## src/inc/ebp_pkg.sv

```systemverilog
// Purpose: shared constants and types of the external bus pin sharing layer
// Assumes: one 125 MHz system clock
// Notes: strobe and select idle levels are the reset values of the pin registers; address and data pins hold
package ebp_pkg;

  // ----------------------------------------------------------------
  // widths
  // ----------------------------------------------------------------
  localparam int unsigned DATA_W = 16;
  localparam int unsigned ADDR_W = 24;
  localparam int unsigned NUM_CS = 6;
  localparam int unsigned SD_ADDR_W = 13;

  // ----------------------------------------------------------------
  // chip select positions
  // ----------------------------------------------------------------
  localparam int unsigned CS_STATIC_ONLY = 0;
  localparam int unsigned CS_SDRAM = 1;
  localparam int unsigned CS_NAND_LO = 2;
  localparam int unsigned CS_NAND_HI = 3;
  localparam int unsigned CS_CARD_LO = 4;
  localparam int unsigned CS_CARD_HI = 5;

  // ----------------------------------------------------------------
  // reset values of the pins
  // ----------------------------------------------------------------
  localparam logic [ADDR_W-1:0] ADDR_RST = 24'h000000;
  localparam logic [NUM_CS-1:0] CS_N_RST = 6'h3F;
  localparam logic [DATA_W-1:0] DATA_RST = 16'h0000;
  localparam logic STROBE_N_RST = 1'h1;
  localparam logic SD_CKE_RST = 1'h0;

  // ----------------------------------------------------------------
  // timing: sdram clock is the system clock divided by this
  // ----------------------------------------------------------------
  localparam int unsigned SDRAM_CLK_OUT_DIV = 2;

  // ----------------------------------------------------------------
  // owner of the shared pins
  // ----------------------------------------------------------------
  typedef enum logic [2:0] {
    EBP_OWN_IDLE = 3'h1,
    EBP_OWN_STATIC = 3'h2,
    EBP_OWN_SDRAM = 3'h4
  } ebp_owner_t;

endpackage

```

## src/inc/ebp_own_if.sv

```systemverilog
// Purpose: request and ownership signals between pin mux and owner select
// Assumes: single clock domain
// Notes: own flags come straight from the owner state register
interface ebp_own_if;
  logic st_req;
  logic sd_req;
  logic sd_enabled;
  logic st_own;
  logic sd_own;
  ebp_pkg::ebp_owner_t owner;

  modport sel (
    input st_req,
    input sd_req,
    input sd_enabled,
    output st_own,
    output sd_own,
    output owner
  );

  modport mux (
    output st_req,
    output sd_req,
    output sd_enabled,
    input st_own,
    input sd_own,
    input owner
  );
endinterface

```

## src/design/ebp_pin_mux.sv

```systemverilog
// Purpose: shares external bus pins among static, sdram, nand and card paths
// Assumes: all inputs synchronous to sys_clk; controllers wait for their grant
// Notes: every pin is registered, so pins follow the owner one cycle later
module ebp_pin_mux (
  input wire logic sys_clk,
  input wire logic rst,
  // chip select assignment, bit i (1 to 5) switches region i to its alternate function, bit 0 is unused
  input wire logic [ebp_pkg::NUM_CS-1:0] cs_assign,
  // static memory controller side
  input wire logic st_req,
  output logic st_grant,
  input wire logic [ebp_pkg::ADDR_W-1:0] st_addr,
  input wire logic [ebp_pkg::NUM_CS-1:0] st_cs_n,
  input wire logic st_rd_n,
  input wire logic st_we0_n,
  input wire logic st_we1_n,
  input wire logic [ebp_pkg::DATA_W-1:0] st_wdata,
  input wire logic st_wdata_en,
  output logic st_wait_n,
  // sdram controller side
  input wire logic sd_req,
  output logic sd_grant,
  input wire logic sd_refresh,
  input wire logic [ebp_pkg::SD_ADDR_W-1:0] sd_addr,
  input wire logic [1:0] sd_bank,
  input wire logic sd_cs_n,
  input wire logic sd_ras_n,
  input wire logic sd_cas_n,
  input wire logic sd_we_n,
  input wire logic sd_cke,
  input wire logic [1:0] sd_mask,
  input wire logic [ebp_pkg::DATA_W-1:0] sd_wdata,
  input wire logic sd_wdata_en,
  // card path side
  input wire logic card_ce_a_n,
  input wire logic card_ce_b_n,
  input wire logic card_rnw,
  input wire logic card_io_rd_n,
  // read data back to the controllers
  output logic [ebp_pkg::DATA_W-1:0] rd_data,
  // external pins
  output logic [ebp_pkg::ADDR_W-1:0] addr_pin,
  output logic [ebp_pkg::NUM_CS-1:0] chip_select_n,
  output logic static_read_n,
  output logic static_wr_en_low_n,
  output logic static_wr_en_high_n,
  input wire logic ext_wait_n,
  output logic sdram_clk_out,
  output logic sdram_clk_en,
  output logic sdram_write_en_n,
  output logic sdram_addr_10,
  output logic sdram_ras_n,
  output logic sdram_cas_n,
  output logic card_enable_a_n,
  output logic card_enable_b_n,
  output logic card_read_not_write,
  output logic nand_out_en_n,
  output logic nand_wr_en_n,
  input wire logic [ebp_pkg::DATA_W-1:0] data_in,
  output logic [ebp_pkg::DATA_W-1:0] data_out,
  output logic data_oe
);

  ebp_own_if own ();

  logic nand_region;
  logic card_region;
  logic sd_active;
  logic [ebp_pkg::ADDR_W-1:0] addr_q;
  logic [ebp_pkg::ADDR_W-1:0] addr_d;
  logic [ebp_pkg::NUM_CS-1:0] cs_n_q;
  logic [ebp_pkg::NUM_CS-1:0] cs_n_d;
  logic rd_n_q;
  logic we0_n_q;
  logic we1_q;
  logic [ebp_pkg::DATA_W-1:0] dout_q;
  logic doe_q;
  logic [ebp_pkg::DATA_W-1:0] rdata_q;
  logic wait_n_q;
  logic sdram_clk_out_q;

  // ----------------------------------------------------------------
  // ownership
  // ----------------------------------------------------------------
  assign own.st_req = st_req;
  assign own.sd_req = sd_req;
  assign own.sd_enabled = cs_assign[ebp_pkg::CS_SDRAM];

  ebp_owner_sel u_owner (
    .sys_clk(sys_clk),
    .rst(rst),
    .own(own)
  );

  assign st_grant = own.st_own;
  assign sd_grant = own.sd_own;

  // refresh uses only dedicated sdram pins, so it runs beside a static access
  assign sd_active = cs_assign[ebp_pkg::CS_SDRAM] && (own.sd_own || sd_refresh);

  // alternate regions are decoded from the live static selects
  assign nand_region = own.st_own &&
    (|(~st_cs_n[ebp_pkg::CS_NAND_HI:ebp_pkg::CS_NAND_LO] &
       cs_assign[ebp_pkg::CS_NAND_HI:ebp_pkg::CS_NAND_LO]));
  assign card_region = own.st_own &&
    (|(~st_cs_n[ebp_pkg::CS_CARD_HI:ebp_pkg::CS_CARD_LO] &
       cs_assign[ebp_pkg::CS_CARD_HI:ebp_pkg::CS_CARD_LO]));

  // ----------------------------------------------------------------
  // address pins
  // ----------------------------------------------------------------
  always_comb
  begin
    addr_d = addr_q;
    if (own.st_own)
      addr_d = st_addr;
    else if (own.sd_own)
    begin
      addr_d[0] = sd_mask[0];
      addr_d[11:2] = sd_addr[9:0];
      addr_d[14:13] = sd_addr[12:11];
      addr_d[16] = sd_bank[0];
      addr_d[17] = sd_bank[1];
    end
  end

  always_ff @(posedge sys_clk or posedge rst)
  begin
    if (rst)
      addr_q <= ebp_pkg::ADDR_RST;
    else
      addr_q <= addr_d;
  end

  // ----------------------------------------------------------------
  // chip selects
  // ----------------------------------------------------------------
  genvar gi;
  generate
    for (gi = 0; gi < ebp_pkg::NUM_CS; gi++)
    begin : g_cs
      if (gi == ebp_pkg::CS_SDRAM)
      begin : g_shared_sd
        always_comb
        begin
          if (cs_assign[gi])
            cs_n_d[gi] = sd_active ? sd_cs_n : 1'h1;
          else
            cs_n_d[gi] = own.st_own ? st_cs_n[gi] : 1'h1;
        end
      end
      else
      begin : g_static
        // regions 2..5 keep the static select in either function
        always_comb
        begin
          cs_n_d[gi] = own.st_own ? st_cs_n[gi] : 1'h1;
        end
      end
    end
  endgenerate

  always_ff @(posedge sys_clk or posedge rst)
  begin
    if (rst)
      cs_n_q <= ebp_pkg::CS_N_RST;
    else
      cs_n_q <= cs_n_d;
  end

  // ----------------------------------------------------------------
  // shared strobes
  // ----------------------------------------------------------------
  always_ff @(posedge sys_clk or posedge rst)
  begin
    if (rst)
    begin
      rd_n_q <= ebp_pkg::STROBE_N_RST;
      we0_n_q <= ebp_pkg::STROBE_N_RST;
      we1_q <= ebp_pkg::STROBE_N_RST;
    end
    else if (own.sd_own)
    begin
      rd_n_q <= 1'h1;
      we0_n_q <= 1'h1;
      we1_q <= sd_mask[1];
    end
    else if (nand_region)
    begin
      // nand uses its own strobes, shared ones stay idle
      rd_n_q <= 1'h1;
      we0_n_q <= 1'h1;
      we1_q <= 1'h1;
    end
    else if (own.st_own)
    begin
      rd_n_q <= st_rd_n;
      we0_n_q <= st_we0_n;
      we1_q <= card_region ? card_io_rd_n : st_we1_n;
    end
    else
    begin
      rd_n_q <= 1'h1;
      we0_n_q <= 1'h1;
      we1_q <= 1'h1;
    end
  end

  // ----------------------------------------------------------------
  // dedicated nand and card pins
  // ----------------------------------------------------------------
  always_ff @(posedge sys_clk or posedge rst)
  begin
    if (rst)
    begin
      nand_out_en_n <= ebp_pkg::STROBE_N_RST;
      nand_wr_en_n <= ebp_pkg::STROBE_N_RST;
      card_enable_a_n <= ebp_pkg::STROBE_N_RST;
      card_enable_b_n <= ebp_pkg::STROBE_N_RST;
      card_read_not_write <= 1'h1;
    end
    else
    begin
      nand_out_en_n <= nand_region ? st_rd_n : 1'h1;
      nand_wr_en_n <= nand_region ? st_we0_n : 1'h1;
      card_enable_a_n <= card_region ? card_ce_a_n : 1'h1;
      card_enable_b_n <= card_region ? card_ce_b_n : 1'h1;
      card_read_not_write <= card_region ? card_rnw : 1'h1;
    end
  end

  // ----------------------------------------------------------------
  // dedicated sdram pins
  // ----------------------------------------------------------------
  always_ff @(posedge sys_clk or posedge rst)
  begin
    if (rst)
    begin
      sdram_ras_n <= ebp_pkg::STROBE_N_RST;
      sdram_cas_n <= ebp_pkg::STROBE_N_RST;
      sdram_write_en_n <= ebp_pkg::STROBE_N_RST;
      sdram_addr_10 <= 1'h0;
      sdram_clk_en <= ebp_pkg::SD_CKE_RST;
    end
    else
    begin
      // clock enable follows the controller even when idle, for self refresh
      sdram_clk_en <= sd_cke & cs_assign[ebp_pkg::CS_SDRAM];
      if (sd_active)
      begin
        sdram_ras_n <= sd_ras_n;
        sdram_cas_n <= sd_cas_n;
        sdram_write_en_n <= sd_we_n;
        sdram_addr_10 <= sd_addr[10];
      end
      else
      begin
        sdram_ras_n <= 1'h1;
        sdram_cas_n <= 1'h1;
        sdram_write_en_n <= 1'h1;
      end
    end
  end

  // divide by two: one toggle per system clock
  always_ff @(posedge sys_clk or posedge rst)
  begin
    if (rst)
      sdram_clk_out_q <= 1'h0;
    else if (cs_assign[ebp_pkg::CS_SDRAM])
      sdram_clk_out_q <= ~sdram_clk_out_q;
  end

  // ----------------------------------------------------------------
  // data bus and wait
  // ----------------------------------------------------------------
  always_ff @(posedge sys_clk or posedge rst)
  begin
    if (rst)
    begin
      dout_q <= ebp_pkg::DATA_RST;
      doe_q <= 1'h0;
    end
    else if (own.st_own)
    begin
      dout_q <= st_wdata;
      doe_q <= st_wdata_en;
    end
    else if (own.sd_own)
    begin
      dout_q <= sd_wdata;
      doe_q <= sd_wdata_en;
    end
    else
      doe_q <= 1'h0;
  end

  always_ff @(posedge sys_clk or posedge rst)
  begin
    if (rst)
    begin
      rdata_q <= ebp_pkg::DATA_RST;
      wait_n_q <= 1'h1;
    end
    else
    begin
      rdata_q <= data_in;
      wait_n_q <= ext_wait_n;
    end
  end

  assign addr_pin = addr_q;
  assign chip_select_n = cs_n_q;
  assign static_read_n = rd_n_q;
  assign static_wr_en_low_n = we0_n_q;
  assign static_wr_en_high_n = we1_q;
  assign sdram_clk_out = sdram_clk_out_q;
  assign data_out = dout_q;
  assign data_oe = doe_q;
  assign rd_data = rdata_q;
  assign st_wait_n = wait_n_q;
endmodule // ebp_pin_mux

```

## src/design/ebp_owner_sel.sv

```systemverilog
// Purpose: decides which controller owns the shared pins
// Assumes: a controller holds its request for the whole access
// Notes: static wins a simultaneous request; ownership lasts until request drops, or for sdram until its region is reassigned
module ebp_owner_sel (
  input wire logic sys_clk,
  input wire logic rst,
  ebp_own_if.sel own
);

  ebp_pkg::ebp_owner_t state_q;
  ebp_pkg::ebp_owner_t state_d;

  // ----------------------------------------------------------------
  // next owner
  // ----------------------------------------------------------------
  always_comb
  begin
    state_d = state_q;
    case (state_q)
      ebp_pkg::EBP_OWN_IDLE:
      begin
        if (own.st_req)
          state_d = ebp_pkg::EBP_OWN_STATIC;
        else if (own.sd_req && own.sd_enabled)
          state_d = ebp_pkg::EBP_OWN_SDRAM;
      end
      ebp_pkg::EBP_OWN_STATIC:
      begin
        if (!own.st_req)
          state_d = ebp_pkg::EBP_OWN_IDLE;
      end
      ebp_pkg::EBP_OWN_SDRAM:
      begin
        // sdram is dropped at once if its region is reassigned
        if (!own.sd_req || !own.sd_enabled)
          state_d = ebp_pkg::EBP_OWN_IDLE;
      end
      default:
        state_d = ebp_pkg::EBP_OWN_IDLE;
    endcase
  end

  always_ff @(posedge sys_clk or posedge rst)
  begin
    if (rst)
      state_q <= ebp_pkg::EBP_OWN_IDLE;
    else
      state_q <= state_d;
  end

  assign own.owner = state_q;
  assign own.st_own = (state_q == ebp_pkg::EBP_OWN_STATIC);
  assign own.sd_own = (state_q == ebp_pkg::EBP_OWN_SDRAM);

endmodule // ebp_owner_sel

```

## config.mk

```make
export PLATFORM = sky130hd
export DESIGN_NAME = ebp_pin_mux
export DESIGN_NICKNAME = d
export VERILOG_FILES = /design/src/inc/ebp_pkg.sv /design/src/inc/ebp_own_if.sv /design/src/design/ebp_pin_mux.sv /design/src/design/ebp_owner_sel.sv
export SDC_FILE = /design/constraint.sdc
export NUM_CORES = 1
export LEC_CHECK = 0
export BUFFER_PORTS_ARGS = -buffer_cell sky130_fd_sc_hd__buf_2
export CAP_MARGIN = 20
export CORE_MARGIN = 2
export CORE_UTILIZATION = 38
export DETAILED_ROUTE_END_ITERATION = 8
export PLACE_DENSITY_LB_ADDON = 0.12
export SLEW_MARGIN = 40
export SYNTH_ARGS = -nofsm -noshare
export SYNTH_HDL_FRONTEND = slang
export SYNTH_SLANG_ARGS = --single-unit
```

## constraint.sdc

```tcl
create_clock -name sys_clk -period 2.2 [get_ports sys_clk]
set_input_delay 0.22 -clock sys_clk [delete_from_list [all_inputs] [get_ports sys_clk]]
set_output_delay 0.22 -clock sys_clk [all_outputs]
set_load 0.02 [all_outputs]
```

==> results.cfg, run 1 <==
[setup_path]
rrSetupSlack_ps = 570
r2r-end = addr_pin[23]
cp_data_arrival_time_ps = 1710
crit_path_max_incr_delay_ps = 440
r2r_cells = 4
endpoint = st_grant
regToRegStartpoint = u_owner.own.owner[1]
worstSetupStartpoint = u_owner.own.owner[1]
cp_cell_sequence = inv_2, or3_4, clkinv_8, buf_2
endpoint_kind = primary output
cp_slowest_cell = dfrtp_1
worst-setup-path-type = flop to primary output
critPathRequiredTime_ps = 1980
start_kind = flop
worst-path-max-fanout = 55

[synthesis]
ys.flop_type = dfrtp_1
syn_area_mm2 = 0.003142
yosysMostFrequentCell = dfrtp_1
yosysWarnings = 0
synth_edf_count = 0
synth.avg_cell_area_um2 = 12.82
synth_area_leaders = dfrtp_1, dfstp_2, mux2i_1
ys_seq_area_share_pct = 65.27
async_flop_share_pct = 100.0
synthCells = 245
ys_types = 33
syn_nets = 366
synth_area_leader_cell = dfrtp_1
synth-seq-cells = 81
synth_top_cell_area_share_pct = 49.38
synth_common_cells = dfrtp_1, o21ai_0, nand2_1

[placement]
placed_area_mm2 = 0.004265
port_buffers = 199
preCtsSetupSlack_ps = 310.7
place_congestion = 0.7537
hpwl_mm = 5.607

[grt]
grt_max_degree = 56
grt_pass1_wl_mm = 11.50
gr-usage-all-layers_pct = 16.79
antenna_found_initial = 0
grt_pass1_vias = 2426
overflow = 0

[power_and_ir_drop]
clkPwrFrac_pct = 20.8
ir_worst_vdd_v = 0.0006494
powerDensity_mw_per_mm2 = 1073
p_comb_share_pct = 36.0
power.switching_mw = 1.904
switching_share_pct = 38.17
intPower_mw = 3.084
p_total_mw = 4.988
seq_power_share_pct = 43.1
p_leak_nw = 2.200

[cells_and_area]
syn_to_final_growth_pct = 47.99
final_nets = 586
layout-drive-gt1-share_pct = 52.77
diodes = 0
final_area_mm2 = 0.004649

[sta]
hold_ws_ps = 55.87
layout_setup_ws_ps = 269.9
max_slew_margin_pct = 57.62
tightest_slew_ps = 634.4
drv_slew = 0
timing_hold_violations_final = 0
clock_skew_ps = 10.35
finalCritPeriodShare_pct = 87.73
period_needed_ps = 1930
rsz0062_at_grt = no
tns_ps = 0
fmax_mhz = 518.1
finalSetupViolCount = 0

[outcome]
status = complete, no violations

[cts]
path_clk_slew_ps = 90
clk_path_buf_depth = 2
clock-root-buffer = clkbuf_8
postCtsSetupRepairBufs = 0
cts_tree = done
h-tree-depth = 3
cts_sinks = 81
cts_buffers = 9
clk_latency_ps = 350

[die]
fp.coreArea_mm2 = 0.008134
die_y_um = 94.93
io_pins = 201
rows = 33
die_w_um = 94.93
start_util_pct = 38.62
dieArea_mm2 = 0.009011

[flow_run]
drv_cap = 0

[routing]
antenna_left = 0
routedWlPerCell_um = 13.19
drt_pass1_iterations = 4
dr.first_iter.drc_count = 73
drc = 0
vias = 2593
routed_wl_mm = 7.584
via_per_inst = 4.510

[min_path]
hp-class = primary input to flop
cell usage in the layout, fill, tap and decap left out, types with 3 or more instances in the layout:
master and instances:
o21ai_0 33, or3_1 5, nand2_1 32, clkbuf_8 9, inv_8 3, buf_2 199
dlygate4sd3_1 18, dfrtp_1 62, mux2_1 9, inv_6 3, dfstp_2 19, buf_12 3
nand2b_1 10, mux2i_1 31, or2_2 3
how the worst min path moves through the flow:
stage	startpoint	to	cells past startpoint
after CTS	sd_cas_n	sdram_cas_n	2
final	sd_cas_n	sdram_cas_n	2
after floorplan	ext_wait_n	st_wait_n	0
after global placement	data_in[8]	rd_data[8]	1
after detailed placement	data_in[2]	rd_data[2]	1
after global routing	sd_cas_n	sdram_cas_n	2
timing repair:
action,in CTS,in global routing
hold buffers,18,0
setup endpoints to repair,0,1
endpoints found under the hold margin,34,0
gates resized for setup,0,4
critical path, delay by kind of cell (launching register included):
kind	cells	cell delay, ps
and+or+nand+nor	1	440
DFF	1	440
buffers and inverters	3	470
stage by stage:
step	utilization, %	std cells
finish	57.16	575
global route	57.16	575
CTS	57.01	575
detailed placement	52.44	541
global placement	52.44	541
floorplan	-	245
power groups by stage:
stage	Clock [mW]	Sequential [mW]	Combinational [mW]
2_1_floorplan	0	2.68	0.627
6_report	1.04	2.15	1.80
5_1_grt	1.15	2.21	1.98
3_5_place_dp	0	2.17	1.80
4_1_cts	1.09	2.15	1.82
3_3_place_gp	0	2.17	1.77
kinds of logic after synthesis:
logic type | count (synthesis) | share of synthesized area (%)
simple gates | 61 | 9.797
xor+xnor | 2 | 0.5576
mux | 41 | 13.46
flops | 81 | 65.27
buf+inv | 18 | 3.544
compound gates | 42 | 7.368
layout make-up:
class,count,area [µm²]
fill,742,3485
sequential,81,2051
timing repair buffer,222,1251
multi-input combinational,146,989.7
tap,105,131.4
clock buffer,9,123.9
clock inverter,7,67.56
inverter,5,35.03
flip-flops by register name, indices dropped and copies added, names as in the netlist, 3 cells and up:
name               cells
addr_pin              24
chip_select_n          6
data_out              16
rd_data               16
u_owner.own.owner      3
per-layer routing:
layer  share of wire (%)  GRT usage, %  vias up
met2                  47         27.13      124
li1                    -             -     1272
met1                  41         20.08     1177
met3                 8.8         5.267       20
met4                 3.3         8.816        0
met5                   0             0        -
(Power assumes the default switching activity.)
==> inputs of run 2 (changes only) <==
--- a/config.mk
+++ b/config.mk
@@ -7,8 +7,10 @@
 export LEC_CHECK = 0
 export BUFFER_PORTS_ARGS = -buffer_cell sky130_fd_sc_hd__buf_2
 export CAP_MARGIN = 20
+export CELL_PAD_IN_SITES_DETAIL_PLACEMENT = 0
+export CELL_PAD_IN_SITES_GLOBAL_PLACEMENT = 2
 export CORE_MARGIN = 2
-export CORE_UTILIZATION = 38
+export CORE_UTILIZATION = 22
 export DETAILED_ROUTE_END_ITERATION = 8
 export PLACE_DENSITY_LB_ADDON = 0.12
 export SLEW_MARGIN = 40
==> run 2 against run 1 <==
  * Non-clock buffer count is 1 lower
  * Critical endpoint unchanged
  * Wire length increased by 18%
  * Critical path type unchanged
  * Register-to-register slack lost 140 ps
  * Largest cell class unchanged
  * Critical path depth unchanged
  * Power up 10%
  * Clock power rose by 47%
  * First-iteration DRC count up 64%
  * Via count up 0.19%
  * Design area up 4.1%
==> results.cfg, run 2 (synthesis results as in run 1) <==
[outcome]
status = complete, no violations

[setup_path]
endpoint_kind = primary output
start_kind = flop
worst-setup-path-type = flop to primary output
worst-path-max-fanout = 45
worstSetupStartpoint = u_owner.own.owner[1]
regToRegStartpoint = u_owner.own.owner[0]
critPathRequiredTime_ps = 1980
cp_slowest_cell = or3_1
cp_data_arrival_time_ps = 1840
crit_path_max_incr_delay_ps = 540
cp_cell_sequence = inv_2, or3_1, clkinv_8, buf_2

[grt]
grt_max_degree = 46
antenna_found_initial = 0
grt_pass1_wl_mm = 13.29
grt_pass1_vias = 2511
overflow = 0
gr-usage-all-layers_pct = 11.98

[cells_and_area]
final_area_mm2 = 0.004842
syn_to_final_growth_pct = 54.12
final_nets = 585
diodes = 0
final_common_cell = buf_2
largest_reg_flops = 24
layout-drive-gt1-share_pct = 52.45
final_cell_mix = buf_2, dfrtp_1, o21ai_0, nand2_1, mux2i_1
multiInputGateArea_um2 = 984.7
n_fill_cell = 1462
regArea_mm2 = 0.002051

[cts]
cts_sinks = 81
cts_buffers = 9
path_clk_slew_ps = 70
cts_tree = done
h-tree-depth = 3
clk_latency_ps = 340
clock-root-buffer = clkbuf_16
clk_path_buf_depth = 2
postCtsSetupRepairBufs = 0

[routing]
routedWlPerCell_um = 13.81
via_per_inst = 4.003
routed_wl_mm = 8.961
antenna_left = 0
dr.first_iter.drc_count = 120
drc = 0
vias = 2598
drt_pass1_iterations = 4

[sta]
rsz0062_at_grt = no
period_needed_ps = 2063
clock_skew_ps = 6.488
drv_slew = 0
tns_ps = 0
finalSetupViolCount = 0
hold_ws_ps = 69.76
timing_hold_violations_final = 0
max_slew_margin_pct = 59.91
layout_setup_ws_ps = 137.1
tightest_slew_ps = 600.1
finalCritPeriodShare_pct = 93.77
fmax_mhz = 484.8

[placement]
port_buffers = 199
place_congestion = 0.6761
placed_area_mm2 = 0.004352
hpwl_mm = 6.493
preCtsSetupSlack_ps = 315.1

[power_and_ir_drop]
seq_power_share_pct = 39.1
powerDensity_mw_per_mm2 = 1135
clkPwrFrac_pct = 27.9
p_leak_nw = 2.241
p_comb_share_pct = 33.0
ir_worst_vdd_v = 0.0003346
p_total_mw = 5.498
switching_share_pct = 35.79
power.switching_mw = 1.968
intPower_mw = 3.530

[die]
io_pins = 201
dieArea_mm2 = 0.01525
rows = 43
start_util_pct = 22.55
die_y_um = 123.5
fp.coreArea_mm2 = 0.01393
die_w_um = 123.5

[flow_run]
drv_cap = 0

[min_path]
hp-start = card_ce_b_n
hp-class = primary input to flop
run 2: power groups by stage:
stage               clock network, mW  registers, mW  logic, mW
floorplan                           0           2.68      0.627
global placement                    0           2.17       1.81
detailed placement                  0           2.17       1.83
CTS                              1.61           2.16       1.85
global route                     1.67           2.21       2.01
finish                           1.53           2.15       1.82
run 2: metal layers:
metal | track usage [%] | share of wire [%] | wire, µm
met4 | 6.392 | 2.1 | 192
met2 | 18.96 | 48 | 4286
met3 | 4.428 | 8.9 | 796
met5 | 0 | 0 | 0
met1 | 14.10 | 41 | 3686
run 2: area by class of cell:
cell class                 instances  area share [%]
sequential                        81           42.35
multi-input combinational        146           20.34
inverter                           5          0.7235
tap                              180           4.651
clock inverter                     7           1.602
clock buffer                       9           4.651
timing repair buffer             221           25.68
run 2: timing repair:
action | CTS | global route
endpoints found under the setup margin | 0 | 1
hold buffers | 18 | 0
hold endpoints to repair | 33 | 0
resized for setup | 0 | 3
run 2: path summary, 6_finish.rpt:
path,endpoint,slack [ps],depth (start not counted)
worst max register to register,data_out[5],430,5
max in group asynchronous,sdram_ras_n,980,4
worst min-delay path,card_enable_b_n,70,2
min in group asynchronous,addr_pin[21],500,3
worst max-delay path,st_grant,140,4
worst min register to register,sdram_clk_out,470,1
run 2: stage by stage:
step                      cells  util (%)
final                       649     34.75
after global routing        649     34.75
after CTS                   649     34.70
after detailed placement    615     31.23
after global placement      615     31.23
after floorplan             245         -
run 2: worst max-delay path: cells and delay by family, from the launching register on:
kind	cells	cell delay (ps)
simple gates	1	540
buf+inv	3	520
flops	1	430
==> inputs of run 3 (changes only) <==
--- a/config.mk
+++ b/config.mk
@@ -9,10 +9,12 @@
 export CAP_MARGIN = 20
 export CELL_PAD_IN_SITES_DETAIL_PLACEMENT = 0
 export CELL_PAD_IN_SITES_GLOBAL_PLACEMENT = 2
+export CORE_ASPECT_RATIO = 0.8
 export CORE_MARGIN = 2
 export CORE_UTILIZATION = 22
 export DETAILED_ROUTE_END_ITERATION = 8
 export PLACE_DENSITY_LB_ADDON = 0.12
+export RECOVER_POWER = 100
 export SLEW_MARGIN = 40
 export SYNTH_ARGS = -nofsm -noshare
 export SYNTH_HDL_FRONTEND = slang
==> run 3 against run 2 <==
  * Sequential cell count stayed put
  * Combinational power shrank 8%
  * Design area shrank 2.4%
  * Hold slack about the same
  * Global-route usage is 0.18 points higher
  * Count of clock-buffer cells in the layout stayed put
  * Via count is 0.50% higher
  * Utilization is 1.2 points lower
==> results.cfg, run 3 (synthesis results as in run 1) <==
[outcome]
status = complete, no violations

[placement]
placed_area_mm2 = 0.004379
place_congestion = 0.6956
hpwl_mm = 6.876
preCtsSetupSlack_ps = 379.4
port_buffers = 199

[grt]
antenna_found_initial = 1
grt_pass1_wl_mm = 13.88
grt_max_degree = 54
grt_pass1_vias = 2726
overflow = 0
gr-usage-all-layers_pct = 12.16

[cts]
hold_buffers = 18
clk_latency_ps = 340
cts_resized = 0
clk_path_buf_depth = 2
cts_tree = done
postCtsSetupRepairBufs = 0
cts_buffers = 9
clock-root-buffer = clkbuf_16
path_clk_slew_ps = 70
cts_sinks = 81
h-tree-depth = 3

[power_and_ir_drop]
powerDensity_mw_per_mm2 = 1143
p_leak_nw = 2.019
ir_worst_vdd_v = 0.0004101

[routing]
dr.first_iter.drc_count = 53
via_per_inst = 3.974
drt_pass1_iterations = 2
drc = 0
antenna_left = 0
met2WireLength_mm = 4.126
routed_wl_mm = 9.237
top_layer = met4
wl_met1_mm = 3.825
wl_met3_mm = 1.161
routedWlPerCell_um = 14.06
vias = 2611

[cells_and_area]
final_nets = 588
layout-drive-gt1-share_pct = 34.96
postLayoutCoreUtil_pct = 33.53
syn_to_final_growth_pct = 50.50
largest_reg_flops = 24
final_cell_mix = buf_2, clkbuf_1, dfrtp_1, o21ai_0, nand2_1
final_common_cell = buf_2
final_area_mm2 = 0.004728

[setup_path]
start_kind = flop
endpoint_kind = primary output
worst-path-max-fanout = 53
critPathRequiredTime_ps = 1980
worst-setup-path-type = flop to primary output
cp_data_arrival_time_ps = 1820

[sta]
layout_setup_ws_ps = 164.4
hold_ws_ps = 69.95
timing_hold_violations_final = 0
finalCritPeriodShare_pct = 92.53
drv_slew = 0
rsz0062_at_grt = no
tightest_slew_ps = 952.2
period_needed_ps = 2036
tns_ps = 0
fmax_mhz = 491.3
finalSetupViolCount = 0
clock_skew_ps = 4.182
max_slew_margin_pct = 36.17

[die]
start_util_pct = 22.28
rows = 39
dieArea_mm2 = 0.01526
die_w_um = 137.6
die_y_um = 110.9
io_pins = 201
fp.coreArea_mm2 = 0.01410

[min_path]
hp-class = primary input to flop

[flow_run]
drv_cap = 0
-- run 3: cell types whose count changed in the layout (fill, tap and decap cells not counted), sizes merged --
| cell | delta |
|---|---|
| clkbuf | +87 |
| buf | -84 |
| clkinv | -2 |
| inv | +2 |
| diode | +1 |
-- run 3: worst max-delay path, stage by stage, from the launching register on --
cell and delay [ps]:
dfrtp_1 410, inv_1 90, or3_1 410, clkinv_4 320, clkbuf_2 250
-- run 3: power by group --
| group | internal, mW | switching [mW] |
|---|---|---|
| clock network | 0.905 | 0.658 |
| registers | 1.94 | 0.217 |
| logic | 0.564 | 1.11 |
| total | 3.41 | 1.99 |
-- run 3: routing by layer --
layer	GRT usage [%]	vias to the layer above
li1	-	1281
met1	13.82	1200
met2	19.64	121
met3	6.173	9
met4	4.124	0
met5	0	-
-- run 3: through the flow --
stage | instances | power (mW)
5_1_grt | 656 | 5.794
2_1_floorplan | 245 | 3.309
3_5_place_dp | 622 | 4.011
3_3_place_gp | 622 | 3.983
4_1_cts | 656 | 5.657
6_report | 657 | 5.402
-- run 3: final cells by class --
class	count	area, µm²
Fill cell	1494	9374
Sequential cell	81	2051
Timing Repair Buffer	224	1124
Multi-Input combinational cell	146	984.7
Tap cell	184	230.2
Clock buffer	9	225.2
Clock inverter	7	86.33
Inverter	5	25.02
Antenna cell	1	2.502
-- run 3: worst paths after layout --
kind	start	endpoint	slack, ps	depth (start not counted)
hold / removal	card_ce_b_n	card_enable_b_n	70	2
setup / recovery	u_owner.own.owner[1]	st_grant	160	4
setup reg to reg	u_owner.own.owner[1]	data_out[14]	280	5
min in group asynchronous	rst	rd_data[6]	600	3
hold reg to reg	sdram_clk_out	sdram_clk_out	470	1
max in group asynchronous	rst	addr_pin[5]	470	4
